==> config.mk <==
export PLATFORM = sky130hd
export DESIGN_NAME = tfp_gen
export DESIGN_NICKNAME = d
export VERILOG_FILES = /design/src/core/tfp_pkg.sv /design/src/core/tfp_gen.sv
export SDC_FILE = /design/constraint.sdc
export NUM_CORES = 1
export LEC_CHECK = 0
export ABC_CLOCK_PERIOD_IN_PS = 15400
export BUFFER_PORTS_ARGS = -buffer_cell sky130_fd_sc_hd__buf_2
export CAP_MARGIN = 25
export CORE_ASPECT_RATIO = 0.5
export CORE_MARGIN = 2
export CORE_UTILIZATION = 55
export DETAILED_ROUTE_END_ITERATION = 7
export GPL_ROUTABILITY_DRIVEN = 0
export GPL_TIMING_DRIVEN = 0
export HOLD_SLACK_MARGIN = 0.15
export PLACE_DENSITY = 0.71
export SLEW_MARGIN = 10
export SYNTH_ARGS = -nofsm -noshare
export SYNTH_HDL_FRONTEND = slang
export SYNTH_SLANG_ARGS = --single-unit
==> constraint.sdc <==
create_clock -name mclk -period 15.4 [get_ports mclk]
set_clock_uncertainty 0.1 [all_clocks]
set_input_delay 0.77 -clock mclk [delete_from_list [all_inputs] [get_ports mclk]]
set_output_delay 0.77 -clock mclk [all_outputs]
set_load 0.1 [all_outputs]
==> src/core/tfp_pkg.sv <==
// shared constants and types for the thyristor firing pattern generator
package tfp_pkg;

    typedef enum logic [2:0] {
        TFP_BURST,
        TFP_BURST_DELAY,
        TFP_HALF,
        TFP_PHASE,
        TFP_PHASE_SOFT
    } tfp_mode_t;

    localparam int          TFP_ADDR_W    = 8;
    localparam int          TFP_DATA_W    = 16;
    localparam logic [2:0]  TFP_MODE_MAX  = 3'h4;

    // register offsets
    localparam logic [7:0]  TFP_REG_CTRL      = 8'h00;
    localparam logic [7:0]  TFP_REG_SETPOINT  = 8'h04;
    localparam logic [7:0]  TFP_REG_MIN_CYC   = 8'h08;
    localparam logic [7:0]  TFP_REG_DELAY     = 8'h0c;
    localparam logic [7:0]  TFP_REG_DELAY_HC  = 8'h10;
    localparam logic [7:0]  TFP_REG_SOFT_TIME = 8'h14;
    localparam logic [7:0]  TFP_REG_RAMP      = 8'h18;
    localparam logic [7:0]  TFP_REG_STATUS    = 8'h1c;

    // control field positions
    localparam int          TFP_CTRL_SOFT_BIT = 3;

    // scale and timing
    localparam logic [6:0]  TFP_PCT_FULL      = 7'h64;
    localparam logic [7:0]  TFP_DEG_HALF      = 8'hb4;
    localparam logic [8:0]  TFP_ACC_CAP       = 9'h0c7;
    localparam int          TFP_CLK_MHZ       = 200;
    localparam int          TFP_SOFT_STEP_MS  = 50;
    localparam int          TFP_SOFT_SUB_US   =
        TFP_SOFT_STEP_MS * 1000 / 100;
    localparam int          TFP_SOFT_SUB_CYC  = TFP_SOFT_SUB_US * TFP_CLK_MHZ;

    // reset values
    localparam logic [7:0]  TFP_MIN_CYC_RST   = 8'h01;
    localparam logic [7:0]  TFP_DELAY_RST     = 8'h50;
    localparam logic [7:0]  TFP_DELAY_HC_RST  = 8'h01;

    typedef struct packed {
        tfp_mode_t   mode;
        logic        soft_en;
        logic [6:0]  set_point;
        logic [7:0]  min_cycles;
        logic [7:0]  delay_angle;
        logic [7:0]  delayed_half_cycle_count;
        logic [15:0] soft_time;
        logic [7:0]  ramp_half_cycles;
    } tfp_cfg_t;

    localparam tfp_cfg_t TFP_CFG_RST = '{
        mode:                     TFP_BURST,
        soft_en:                  1'b0,
        set_point:                7'h00,
        min_cycles:               TFP_MIN_CYC_RST,
        delay_angle:              TFP_DELAY_RST,
        delayed_half_cycle_count: TFP_DELAY_HC_RST,
        soft_time:                16'h0000,
        ramp_half_cycles:         8'h00
    };

    typedef struct packed {
        logic        wr;
        logic        rd;
        logic [7:0]  addr;
        logic [15:0] wdata;
    } tfp_bus_t;

    typedef struct packed {
        logic zc;
        logic line_pos;
    } tfp_line_t;

endpackage

==> src/core/tfp_gen.sv <==
// line-synchronous thyristor gate pattern generator with register port
//
// Our own choices: the plain strobed port and the register offsets.
`timescale 1ns/1ps

module tfp_gen #(
    parameter int CNT_W        = 22,
    parameter int SOFT_SUB_CYC = tfp_pkg::TFP_SOFT_SUB_CYC
) (
    input  wire logic              mclk,
    input  wire logic              reset,
    input  wire tfp_pkg::tfp_bus_t bus,
    output logic [15:0]            rdata,
    input  wire tfp_pkg::tfp_line_t line,
    input  wire logic              run_enable,
    output logic                   gate
);

    localparam int SUB_W = $clog2(SOFT_SUB_CYC + 1);
    localparam int PRD_W = CNT_W + 8;

    typedef struct packed {
        tfp_pkg::tfp_cfg_t cfg;
        logic [15:0]       rdata;
        logic [CNT_W-1:0]  hc_count;
        logic [CNT_W-1:0]  period;
        logic [SUB_W-1:0]  sub_cnt;
        logic [15:0]       step_cnt;
        logic [6:0]        eff;
        logic [8:0]        acc;
        logic [7:0]        blk_cnt;
        logic [7:0]        burst_half;
        logic [7:0]        num;
        logic [7:0]        den;
        logic              burst_on;
        logic              last_pol;
        logic              half_fire;
        logic              gate;
    } tfp_state_t;

    localparam tfp_state_t TFP_STATE_RST = '{
        cfg:     tfp_pkg::TFP_CFG_RST,
        default: '0
    };

    tfp_state_t      s;
    tfp_state_t      next_s;
    logic [6:0]      target;
    logic            soft_act;
    logic            tick;
    logic            cyc;
    logic            start;
    logic [8:0]      sum;
    logic [PRD_W-1:0] lhs;
    logic [PRD_W-1:0] rhs;

    always_comb
    begin
        next_s = s;
        next_s.rdata = '0;
        sum = '0;
        cyc = line.zc && line.line_pos;
        start = 1'b0;

        if (bus.wr)
        begin
            unique case (bus.addr)
                tfp_pkg::TFP_REG_CTRL:
                begin
                    if (bus.wdata[2:0] <= tfp_pkg::TFP_MODE_MAX)
                        next_s.cfg.mode =
                            tfp_pkg::tfp_mode_t'(bus.wdata[2:0]);
                    next_s.cfg.soft_en =
                        bus.wdata[tfp_pkg::TFP_CTRL_SOFT_BIT];
                end
                tfp_pkg::TFP_REG_SETPOINT:
                    next_s.cfg.set_point =
                        (bus.wdata[6:0] > tfp_pkg::TFP_PCT_FULL) ?
                        tfp_pkg::TFP_PCT_FULL : bus.wdata[6:0];
                tfp_pkg::TFP_REG_MIN_CYC:
                    next_s.cfg.min_cycles = bus.wdata[7:0];
                tfp_pkg::TFP_REG_DELAY:
                    next_s.cfg.delay_angle = bus.wdata[7:0];
                tfp_pkg::TFP_REG_DELAY_HC:
                    next_s.cfg.delayed_half_cycle_count = bus.wdata[7:0];
                tfp_pkg::TFP_REG_SOFT_TIME:
                    next_s.cfg.soft_time = bus.wdata;
                tfp_pkg::TFP_REG_RAMP:
                    next_s.cfg.ramp_half_cycles = bus.wdata[7:0];
                default: ;
            endcase
        end

        if (bus.rd)
        begin
            unique case (bus.addr)
                tfp_pkg::TFP_REG_CTRL:
                    next_s.rdata = {12'h000, s.cfg.soft_en, s.cfg.mode};
                tfp_pkg::TFP_REG_SETPOINT:
                    next_s.rdata = {9'h000, s.cfg.set_point};
                tfp_pkg::TFP_REG_MIN_CYC:
                    next_s.rdata = {8'h00, s.cfg.min_cycles};
                tfp_pkg::TFP_REG_DELAY:
                    next_s.rdata = {8'h00, s.cfg.delay_angle};
                tfp_pkg::TFP_REG_DELAY_HC:
                    next_s.rdata = {8'h00, s.cfg.delayed_half_cycle_count};
                tfp_pkg::TFP_REG_SOFT_TIME:
                    next_s.rdata = s.cfg.soft_time;
                tfp_pkg::TFP_REG_RAMP:
                    next_s.rdata = {8'h00, s.cfg.ramp_half_cycles};
                tfp_pkg::TFP_REG_STATUS:
                    next_s.rdata = {7'h00, s.burst_on, s.gate, s.eff};
                default:
                    next_s.rdata = '0;
            endcase
        end

        // set-point filter; a 1% step every soft_time half-milliseconds
        target = run_enable ? s.cfg.set_point : 7'h00;
        soft_act = (s.cfg.mode == tfp_pkg::TFP_PHASE_SOFT) ||
                   (s.cfg.soft_en && s.cfg.mode != tfp_pkg::TFP_PHASE);
        tick = (s.sub_cnt == SUB_W'(SOFT_SUB_CYC - 1));
        next_s.sub_cnt = tick ? '0 : s.sub_cnt + 1'b1;
        if (!run_enable)
        begin
            next_s.eff = 7'h00;
            next_s.step_cnt = '0;
        end
        else if (!soft_act || s.cfg.soft_time == 16'h0000)
            next_s.eff = target;
        else if (tick)
        begin
            if (s.step_cnt + 16'h0001 >= s.cfg.soft_time)
            begin
                next_s.step_cnt = '0;
                // rise from zero after enable uses the same path
                if (s.eff < target)
                    next_s.eff = s.eff + 7'h01;
                else if (s.eff > target)
                    next_s.eff = s.eff - 7'h01;
            end
            else
                next_s.step_cnt = s.step_cnt + 16'h0001;
        end

        // half-cycle timebase from the zero-cross pulses
        if (line.zc)
        begin
            next_s.hc_count = '0;
            next_s.period = s.hc_count + 1'b1;
        end
        else if (~&s.hc_count)
            next_s.hc_count = s.hc_count + 1'b1;

        // plan for the half cycle that starts now
        if (line.zc)
        begin
            next_s.half_fire = 1'b0;
            next_s.num = 8'h00;
            next_s.den = 8'h01;
            sum = s.acc + {2'b00, s.eff};
            unique case (s.cfg.mode)
                tfp_pkg::TFP_PHASE, tfp_pkg::TFP_PHASE_SOFT:
                begin
                    next_s.half_fire = (s.eff != 7'h00);
                    next_s.num = {1'b0, tfp_pkg::TFP_PCT_FULL - s.eff};
                    next_s.den = {1'b0, tfp_pkg::TFP_PCT_FULL};
                end
                tfp_pkg::TFP_HALF:
                begin
                    if (s.eff == tfp_pkg::TFP_PCT_FULL)
                        next_s.half_fire = 1'b1;
                    else if (sum >= {2'b00, tfp_pkg::TFP_PCT_FULL} &&
                             line.line_pos != s.last_pol)
                    begin
                        next_s.half_fire = 1'b1;
                        next_s.acc = sum - {2'b00, tfp_pkg::TFP_PCT_FULL};
                        next_s.last_pol = line.line_pos;
                    end
                    else
                        // deferred credit is kept, saturating at TFP_ACC_CAP, so the average holds
                        next_s.acc = (sum > tfp_pkg::TFP_ACC_CAP) ?
                                     tfp_pkg::TFP_ACC_CAP : sum;
                end
                default:
                begin
                    if (cyc)
                    begin
                        if (s.blk_cnt == 8'h00)
                        begin
                            next_s.burst_on =
                                (s.eff == tfp_pkg::TFP_PCT_FULL) ||
                                (sum >= {2'b00, tfp_pkg::TFP_PCT_FULL});
                            next_s.acc = next_s.burst_on ?
                                sum - {2'b00, tfp_pkg::TFP_PCT_FULL} : sum;
                            next_s.blk_cnt = (s.cfg.min_cycles > 8'h01) ?
                                s.cfg.min_cycles - 8'h01 : 8'h00;
                            start = next_s.burst_on && !s.burst_on;
                        end
                        else
                            next_s.blk_cnt = s.blk_cnt - 8'h01;
                    end
                    if (start)
                        next_s.burst_half = 8'h00;
                    else if (~&s.burst_half)
                        next_s.burst_half = s.burst_half + 8'h01;
                    if (next_s.burst_on)
                    begin
                        next_s.half_fire = 1'b1;
                        if (s.cfg.mode == tfp_pkg::TFP_BURST_DELAY &&
                            next_s.burst_half <
                            s.cfg.delayed_half_cycle_count)
                        begin
                            next_s.num = s.cfg.delay_angle;
                            next_s.den = tfp_pkg::TFP_DEG_HALF;
                        end
                        else if (next_s.burst_half <
                                 s.cfg.ramp_half_cycles)
                        begin
                            next_s.num = s.cfg.ramp_half_cycles -
                                         next_s.burst_half - 8'h01;
                            next_s.den = s.cfg.ramp_half_cycles;
                        end
                    end
                end
            endcase
        end

        if (!run_enable)
        begin
            next_s.half_fire = 1'b0;
            next_s.burst_on = 1'b0;
            next_s.blk_cnt = 8'h00;
        end

        // fire once elapsed/period reaches num/den of the half cycle
        lhs = PRD_W'(next_s.hc_count) * PRD_W'(next_s.den);
        rhs = PRD_W'(next_s.num) * PRD_W'(next_s.period);
        next_s.gate = run_enable && next_s.half_fire &&
                      (next_s.num == 8'h00 ||
                       (next_s.period != '0 && lhs >= rhs));
    end

    always_ff @(posedge mclk)
    begin
        if (reset)
            s <= TFP_STATE_RST;
        else
            s <= next_s;
    end

    assign gate = s.gate;
    assign rdata = s.rdata;

    a_enable_off_stop: assert property (@(posedge mclk) disable iff (reset)
        !run_enable |=> !gate)
        else $error("gate active after enable dropped");

    a_full_demand_on: assert property (@(posedge mclk) disable iff (reset)
        (run_enable && s.eff == tfp_pkg::TFP_PCT_FULL && s.half_fire &&
         s.num == 8'h00)[*2] |-> gate)
        else $error("gate off at full demand");

    a_phase_bypass: assert property (@(posedge mclk) disable iff (reset)
        (run_enable && s.cfg.mode == tfp_pkg::TFP_PHASE)
        |=> s.eff == $past(s.cfg.set_point))
        else $error("plain phase demand not applied at once");

    a_soft_slew: assert property (@(posedge mclk) disable iff (reset)
        (run_enable && s.cfg.mode == tfp_pkg::TFP_PHASE_SOFT &&
         s.cfg.soft_time != 16'h0000)
        |=> (s.eff == $past(s.eff) || s.eff == $past(s.eff) + 7'h01 ||
             s.eff == $past(s.eff) - 7'h01))
        else $error("soft start demand jumped");

    a_enable_ramp: assert property (@(posedge mclk) disable iff (reset)
        ($rose(run_enable) && soft_act && s.cfg.soft_time != 16'h0000)
        |=> s.eff <= 7'h01)
        else $error("enable did not ramp from zero");

    a_half_alternate: assert property (@(posedge mclk) disable iff (reset)
        ($rose(s.half_fire) && s.cfg.mode == tfp_pkg::TFP_HALF &&
         s.eff != tfp_pkg::TFP_PCT_FULL && $past(run_enable))
        |-> s.last_pol != $past(s.last_pol))
        else $error("half-cycle firing not polarity balanced");

    a_burst_at_cycle: assert property (@(posedge mclk) disable iff (reset)
        ($rose(s.burst_on)) |-> $past(line.zc && line.line_pos))
        else $error("burst started off a cycle boundary");

    a_delay_angle: assert property (@(posedge mclk) disable iff (reset)
        ($rose(gate) && s.cfg.mode == tfp_pkg::TFP_BURST_DELAY &&
         s.burst_half < s.cfg.delayed_half_cycle_count)
        |-> PRD_W'(s.hc_count) * PRD_W'(tfp_pkg::TFP_DEG_HALF) >=
            PRD_W'(s.cfg.delay_angle) * PRD_W'(s.period))
        else $error("delayed burst fired before the delay angle");

    a_phase_trigger: assert property (@(posedge mclk) disable iff (reset)
        ($rose(gate) && s.cfg.mode == tfp_pkg::TFP_PHASE)
        |-> PRD_W'(s.hc_count) * PRD_W'(s.den) >=
            PRD_W'(s.num) * PRD_W'(s.period) &&
            s.den == {1'b0, tfp_pkg::TFP_PCT_FULL})
        else $error("phase gate fired before trigger angle");

endmodule

==> results by group, run 1 <==
Status
  • Status: finished clean

Worst setup path
  • Worst Path Required: 15.76 ns
  • Origin of the critical flop-to-flop path: s[46]
  • Setup crit end kind: register
  • CP Max Fanout: 10
  • R2R depth: 46
  • CP max-delay cell: nor4_1
  • Critical Path AT: 14.23 ns
  • Setup CP Type: reg -> reg
  • Flop2flop setup slack: 1.53 ns
  • Worst r2r dst: gate
  • CP peak stage delay: 0.85 ns
  • Worst setup SP type: register

Detailed routing
  • Final wirelength: 65200 um
  • Vias per inst: 5.91
  • DRT iter0 DRCs: 1942
  • Drt wl/cell: 18.7 um
  • Number of detailed-route iterations in the first pass: 6
  • DR DRC count: 0
  • Via count: 20700
  • Detail Route Antenna Nets: 0

Yosys
  • Net count after synthesis: 3341
  • Dominant synthesized flop cell: dfxtp_1
  • Cell with the most instances after synthesis: nor2_1
  • Synth Cell Area: 23000 um^2
  • Synth area leader: fa_1
  • Synth cell types: 87
  • Register area share after synthesis: 17.7%
  • Cells after synthesis: 2868
  • Async set or reset register ratio after synthesis: 0%
  • Top post-synthesis cells by count: nor2_1, inv_1, nand2_1
  • Number of enable flip-flop cells after synthesis: 0
  • Ranking of synthesized cells by area: fa_1, dfxtp_1, ha_1, nor2_1, inv_1
  • Yosys Warn Count: 0
  • Flops & latches, synth: 204
  • Yosys top cell area share: 21.1%
  • Syn avg cell area: 8.03 um^2

Floorplanning
  • CORE AREA: 40900 um^2
  • Initial Utilization: 56.4%
  • Die ar.: 43600 um^2
  • DIE WIDTH: 293 um
  • IO Count: 48
  • Die Y: 149 um
  • Std cell rows: 52

STA
  • Final max-slew violation count: 0
  • Slew margin rel.: 30.3%
  • Min Tclk post-route: 13.87 ns
  • Final hold violation count: 0
  • RSZ-0062 raised after global routing: no
  • Total Neg Setup Slack: 0 ns
  • Final Cycle Share: 90.1%
  • Fmax: 72.1 MHz
  • Final setup violation count: 0
  • Worst Max-Slew Pin Slew: 1.04 ns

Global route
  • Initial antenna violation count: 1
  • Global-route total usage across every layer: 30.3%
  • First-pass GRT wire length: 105000 um
  • Gr ovfl total: 0
  • Vias in the first global route: 19900
  • Largest net degree at the start of global routing: 16

CTS
  • Hold buffers post-CTS: 0
  • Clk root buf: clkbuf_16
  • Max clock buf depth: 3
  • Clock sink count: 204
  • Reg clk slew, reported paths: 0.07 ns
  • Setup bufs post-CTS: 0
  • CTS resizes: 0
  • CTS tree: done
  • Worst-skew pair later-pin latency: 0.55 ns
  • Total CTS buffers: 22
  • Htree depth: 1

Pwr
  • P per Cell Area: 63.0 nW/um^2
  • Pint: 1.05 mW
  • Comb power frac: 26.1%
  • Clock network power share: 39.3%
  • Reg power frac: 34.6%
  • NetSw: 0.508 mW
  • Switching part of the total: 32.5%
  • P_leak: 11.4 nW
  • Max VDD drop: 69.2 uV

Finish
  • Area Overhead vs Synth: 7.62%
  • Layout cells sized above 1: 6.87%
  • Layout Utilization: 60.7%
  • # fillers: 3715
  • Layout Nets: 3413

Placement
  • IO Port Bufs: 42
  • Post-DP HPWL: 50700 um

Hold path
  • Worst Hold End: s[68]
  • Min-Delay Startpoint: s[68]
  • Hold depth: 1
  • Worst hold path type: reg -> reg

Flow run
  • Total of max-cap violations: 0
registers in the layout (all words and copies together), names as in the netlist:
name	count
rdata	16
gate	1
s	187
layout make-up:
class                   instances  area, um^2  area share (%)
multi-input cells            2240       17200            69.6
flip-flops and latches        204        4080            16.5
inverters                     290        1090            4.39
well taps                     540         676            2.73
plain buffers                 134         619            2.50
clock buffers                  28         603            2.43
repair buffers                 48         250            1.01
clock inverters                12         216           0.873
diodes                          1        2.50          0.0101
how the worst max path moves through the flow:
stage | start | endpoint | slack (ns) | depth (start not counted)
6_report | s[46] | gate | 1.53 | 46
5_1_grt | s[46] | gate | 0.89 | 46
4_1_cts | s[46] | gate | 1.72 | 46
3_5_place_dp | s[46] | gate | 1.87 | 46
3_3_place_gp | s[46] | gate | 1.98 | 46
2_1_floorplan | s[46] | gate | 4.42 | 47
per-layer routing:
| metal | global-route usage [%] | share of wire [%] |
|---|---|---|
| met1 | 42.3 | 44 |
| met2 | 49.0 | 45 |
| met3 | 5.25 | 8.7 |
| met4 | 7.81 | 2.5 |
| met5 | 0 | 0 |
power groups by stage:
stage	logic [mW]	registers, mW	clock network, mW
CTS	0.404	0.541	0.618
floorplan	0.292	0.551	0
global route	0.457	0.542	0.640
global placement	0.394	0.553	0
finish	0.407	0.541	0.614
detailed placement	0.399	0.553	0
layout by cell type (no fill, tap or decap), drive strengths merged, types with 10 or more instances in the layout:
| master | Yosys | final |
|---|---|---|
| fa | 243 | 243 |
| or2 | 47 | 47 |
| a21o | 58 | 58 |
| a21oi | 146 | 146 |
| nor4b | 10 | 10 |
| nand2 | 256 | 256 |
| and3 | 39 | 39 |
| inv | 290 | 291 |
| dfxtp | 204 | 204 |
| ha | 199 | 199 |
| nand2b | 57 | 57 |
| o21ai | 83 | 83 |
| o211ai | 11 | 11 |
| nor3 | 47 | 47 |
| nor4 | 21 | 21 |
| nor2b | 21 | 21 |
| clkbuf | 84 | 114 |
| nand3 | 108 | 108 |
| and2 | 28 | 28 |
| xor2 | 54 | 54 |
| a31oi | 22 | 22 |
| a22oi | 27 | 27 |
| xnor2 | 66 | 66 |
| o21a | 18 | 18 |
| nand4 | 30 | 30 |
| buf | 50 | 96 |
| or3 | 18 | 18 |
| a211oi | 14 | 14 |
| nor2 | 465 | 465 |
kinds of logic (layout without fill, tap and decap cells):
| kind of cell | Yosys count | after routing | share of synthesized area (%) |
|---|---|---|---|
| simple gates | 1185 | 1185 | 24.0 |
| buf+inv | 424 | 512 | 7.41 |
| fa+ha+maj | 442 | 442 | 31.9 |
| compound gates | 482 | 482 | 13.9 |
| mux | 11 | 11 | 0.511 |
| flops | 204 | 204 | 17.7 |
| xor+xnor | 120 | 120 | 4.56 |
| other cells | 0 | 1 | 0 |
worst max-delay path, delay by kind of cell, from the launching register on:
family	cells	cell delay [ns]
compound gates	17	5.17
simple gates	17	3.73
fa+ha+maj	9	3.61
flops	1	0.66
buf+inv	3	0.51
stage by stage:
stage	instance area [um^2]	total power, mW	setup WS (ns)	cells	hold slack (ns)
floorplan	23000	0.843	4.42	2868	0.326
global placement	23900	0.946	1.98	3450	0.342
detailed placement	23900	0.952	1.87	3452	0.356
CTS	24800	1.56	1.72	3492	0.361
global route	24800	1.64	0.894	3496	0.384
finish	24800	1.56	1.53	3497	0.366
No activity file was read; power rests on OpenSTA's default activity.
==> run 2: changes to the inputs <==
CELL_PAD_IN_SITES_DETAIL_PLACEMENT = 0   (was not set)
CELL_PAD_IN_SITES_GLOBAL_PLACEMENT = 1   (was not set)
CORE_UTILIZATION = 50   (was 55)
PLACE_DENSITY = not set   (was 0.71)
PLACE_DENSITY_LB_ADDON = 0.1   (was not set)
REMOVE_ABC_BUFFERS = 1   (was not set)
==> results by group, run 2 (synthesis gave the netlist of run 1 again) <==
Status
  • Status: finished clean

CTS
  • Total CTS buffers: 23
  • Htree depth: 1
  • CTS resizes: 0
  • Setup bufs post-CTS: 0
  • Worst-skew pair later-pin latency: 0.55 ns
  • CTS tree: done
  • Reg clk slew, reported paths: 0.07 ns
  • Max clock buf depth: 3
  • Clk root buf: clkbuf_16
  • Hold buffers post-CTS: 0
  • Clock sink count: 204

Finish
  • Non-filler cells, final: 3441
  • Area Overhead vs Synth: 6.37%
  • Largest Register: s
  • Layout Utilization: 54.0%
  • Layout cells sized above 1: 6.40%
  • N_diodes: 0
  • Most common cell after layout, fill and taps aside: nor2_1
  • Max FFs per register: 187
  • Layout Nets: 3299
  • Commonest cells after routing, fill and taps aside: nor2_1, inv_1, nand2_1

Global route
  • Global-route total usage across every layer: 26.5%
  • Vias in the first global route: 19300
  • Initial antenna violation count: 0
  • First-pass GRT wire length: 102000 um
  • Largest net degree at the start of global routing: 102
  • Gr ovfl total: 0

STA
  • Final max-slew violation count: 0
  • Total Neg Setup Slack: 0 ns
  • Fmax: 69.7 MHz
  • RSZ-0062 raised after global routing: no
  • Min Tclk post-route: 14.35 ns
  • Final setup violation count: 0
  • Slew margin rel.: 30.8%
  • Final hold violation count: 0
  • Worst Max-Slew Pin Slew: 1.04 ns
  • Final Cycle Share: 93.2%

Detailed routing
  • DRT iter0 DRCs: 1553
  • DR DRC count: 0
  • Detail Route Antenna Nets: 0
  • Drt wl/cell: 18.1 um
  • Number of detailed-route iterations in the first pass: 6
  • Vias per inst: 5.73
  • Via count: 19700
  • Final wirelength: 62200 um

Hold path
  • Worst Hold End: s[68]
  • Min-Delay Startpoint: s[68]
  • Worst hold path type: reg -> reg
  • Hold depth: 1

Pwr
  • Comb power frac: 25.3%
  • Clock network power share: 39.7%
  • Switching part of the total: 32.8%
  • NetSw: 0.506 mW
  • P_leak: 11.3 nW
  • Reg power frac: 35.0%
  • P per Cell Area: 63.0 nW/um^2
  • Max VDD drop: 71.8 uV
  • Pint: 1.04 mW

Worst setup path
  • Worst Path Required: 15.76 ns
  • Origin of the critical flop-to-flop path: s[46]
  • CP peak stage delay: 0.79 ns
  • Setup crit end kind: register
  • R2R depth: 44
  • Worst r2r dst: gate
  • Flop2flop setup slack: 1.05 ns
  • Critical Path AT: 14.71 ns
  • CP max-delay cell: nand2_1
  • Setup CP Type: reg -> reg
  • Cell mode on critical path: ha_1
  • Worst setup SP type: register
  • CP Max Fanout: 20

Placement
  • Post-DP HPWL: 47200 um
  • Placed insts: 3394
  • IO Port Bufs: 47

Floorplanning
  • Std cell rows: 55
  • Initial Utilization: 50.8%
  • IO Count: 48
  • CORE AREA: 45300 um^2
  • Die ar.: 47900 um^2
  • DIE WIDTH: 308 um
  • Die Y: 156 um

Flow run
  • Total of max-cap violations: 0
## run 2: worst max-delay path by stage
stage                     startpoint   end  slack (ns)  depth (start not counted)
after global routing           s[47]  gate        0.26                         44
after global placement         s[46]  gate        0.72                         45
after detailed placement       s[46]  gate        1.18                         44
after CTS                      s[46]  gate        1.11                         44
after floorplan                s[46]  gate        4.20                         45
final                          s[46]  gate        1.05                         44
## run 2: worst max-delay path, delay by kind of cell (launching register included)
family,cells,cell delay (ns)
AOI/OAI and AO/OA,13,4.56
DFF,1,0.68
adders and majority gates,9,3.60
and+or+nand+nor,18,4.83
buffers and inverters,3,0.31
xor gates and xnor gates,1,0.15
## run 2: final cells by class
class                      count  area (um^2)
clock inverter                12          170
sequential                   204         4080
inverter                     290         1090
timing repair buffer          67          469
multi-input combinational   2240        17300
tap                          598          748
fill                        4452        20800
clock buffer                  30          652
## run 2: per-stage QoR
step	hold WS [ns]	total power, mW	worst slack (ns)	area (um^2)
after global routing	0.361	1.63	0.265	24500
after floorplan	0.326	0.827	4.20	22400
final	0.362	1.54	1.05	24500
after detailed placement	0.349	0.940	1.18	23600
after global placement	0.342	0.931	0.721	23400
after CTS	0.339	1.56	1.11	24400
## run 2: power by group through the flow
stage          clock network, mW  registers [mW]  logic, mW
5_1_grt                    0.646           0.541      0.444
2_1_floorplan                  0           0.551      0.276
6_report                   0.613           0.541      0.390
3_5_place_dp                   0           0.552      0.388
4_1_cts                    0.625           0.540      0.390
3_3_place_gp                   0           0.552      0.378
## run 2: per-layer routing
layer	share of wire, %	global-route usage [%]	vias up
li1	-	-	9498
met1	47	36.7	9653
met2	46	43.9	494
met3	5.5	4.07	87
met4	2.0	5.60	0
met5	0	0	-
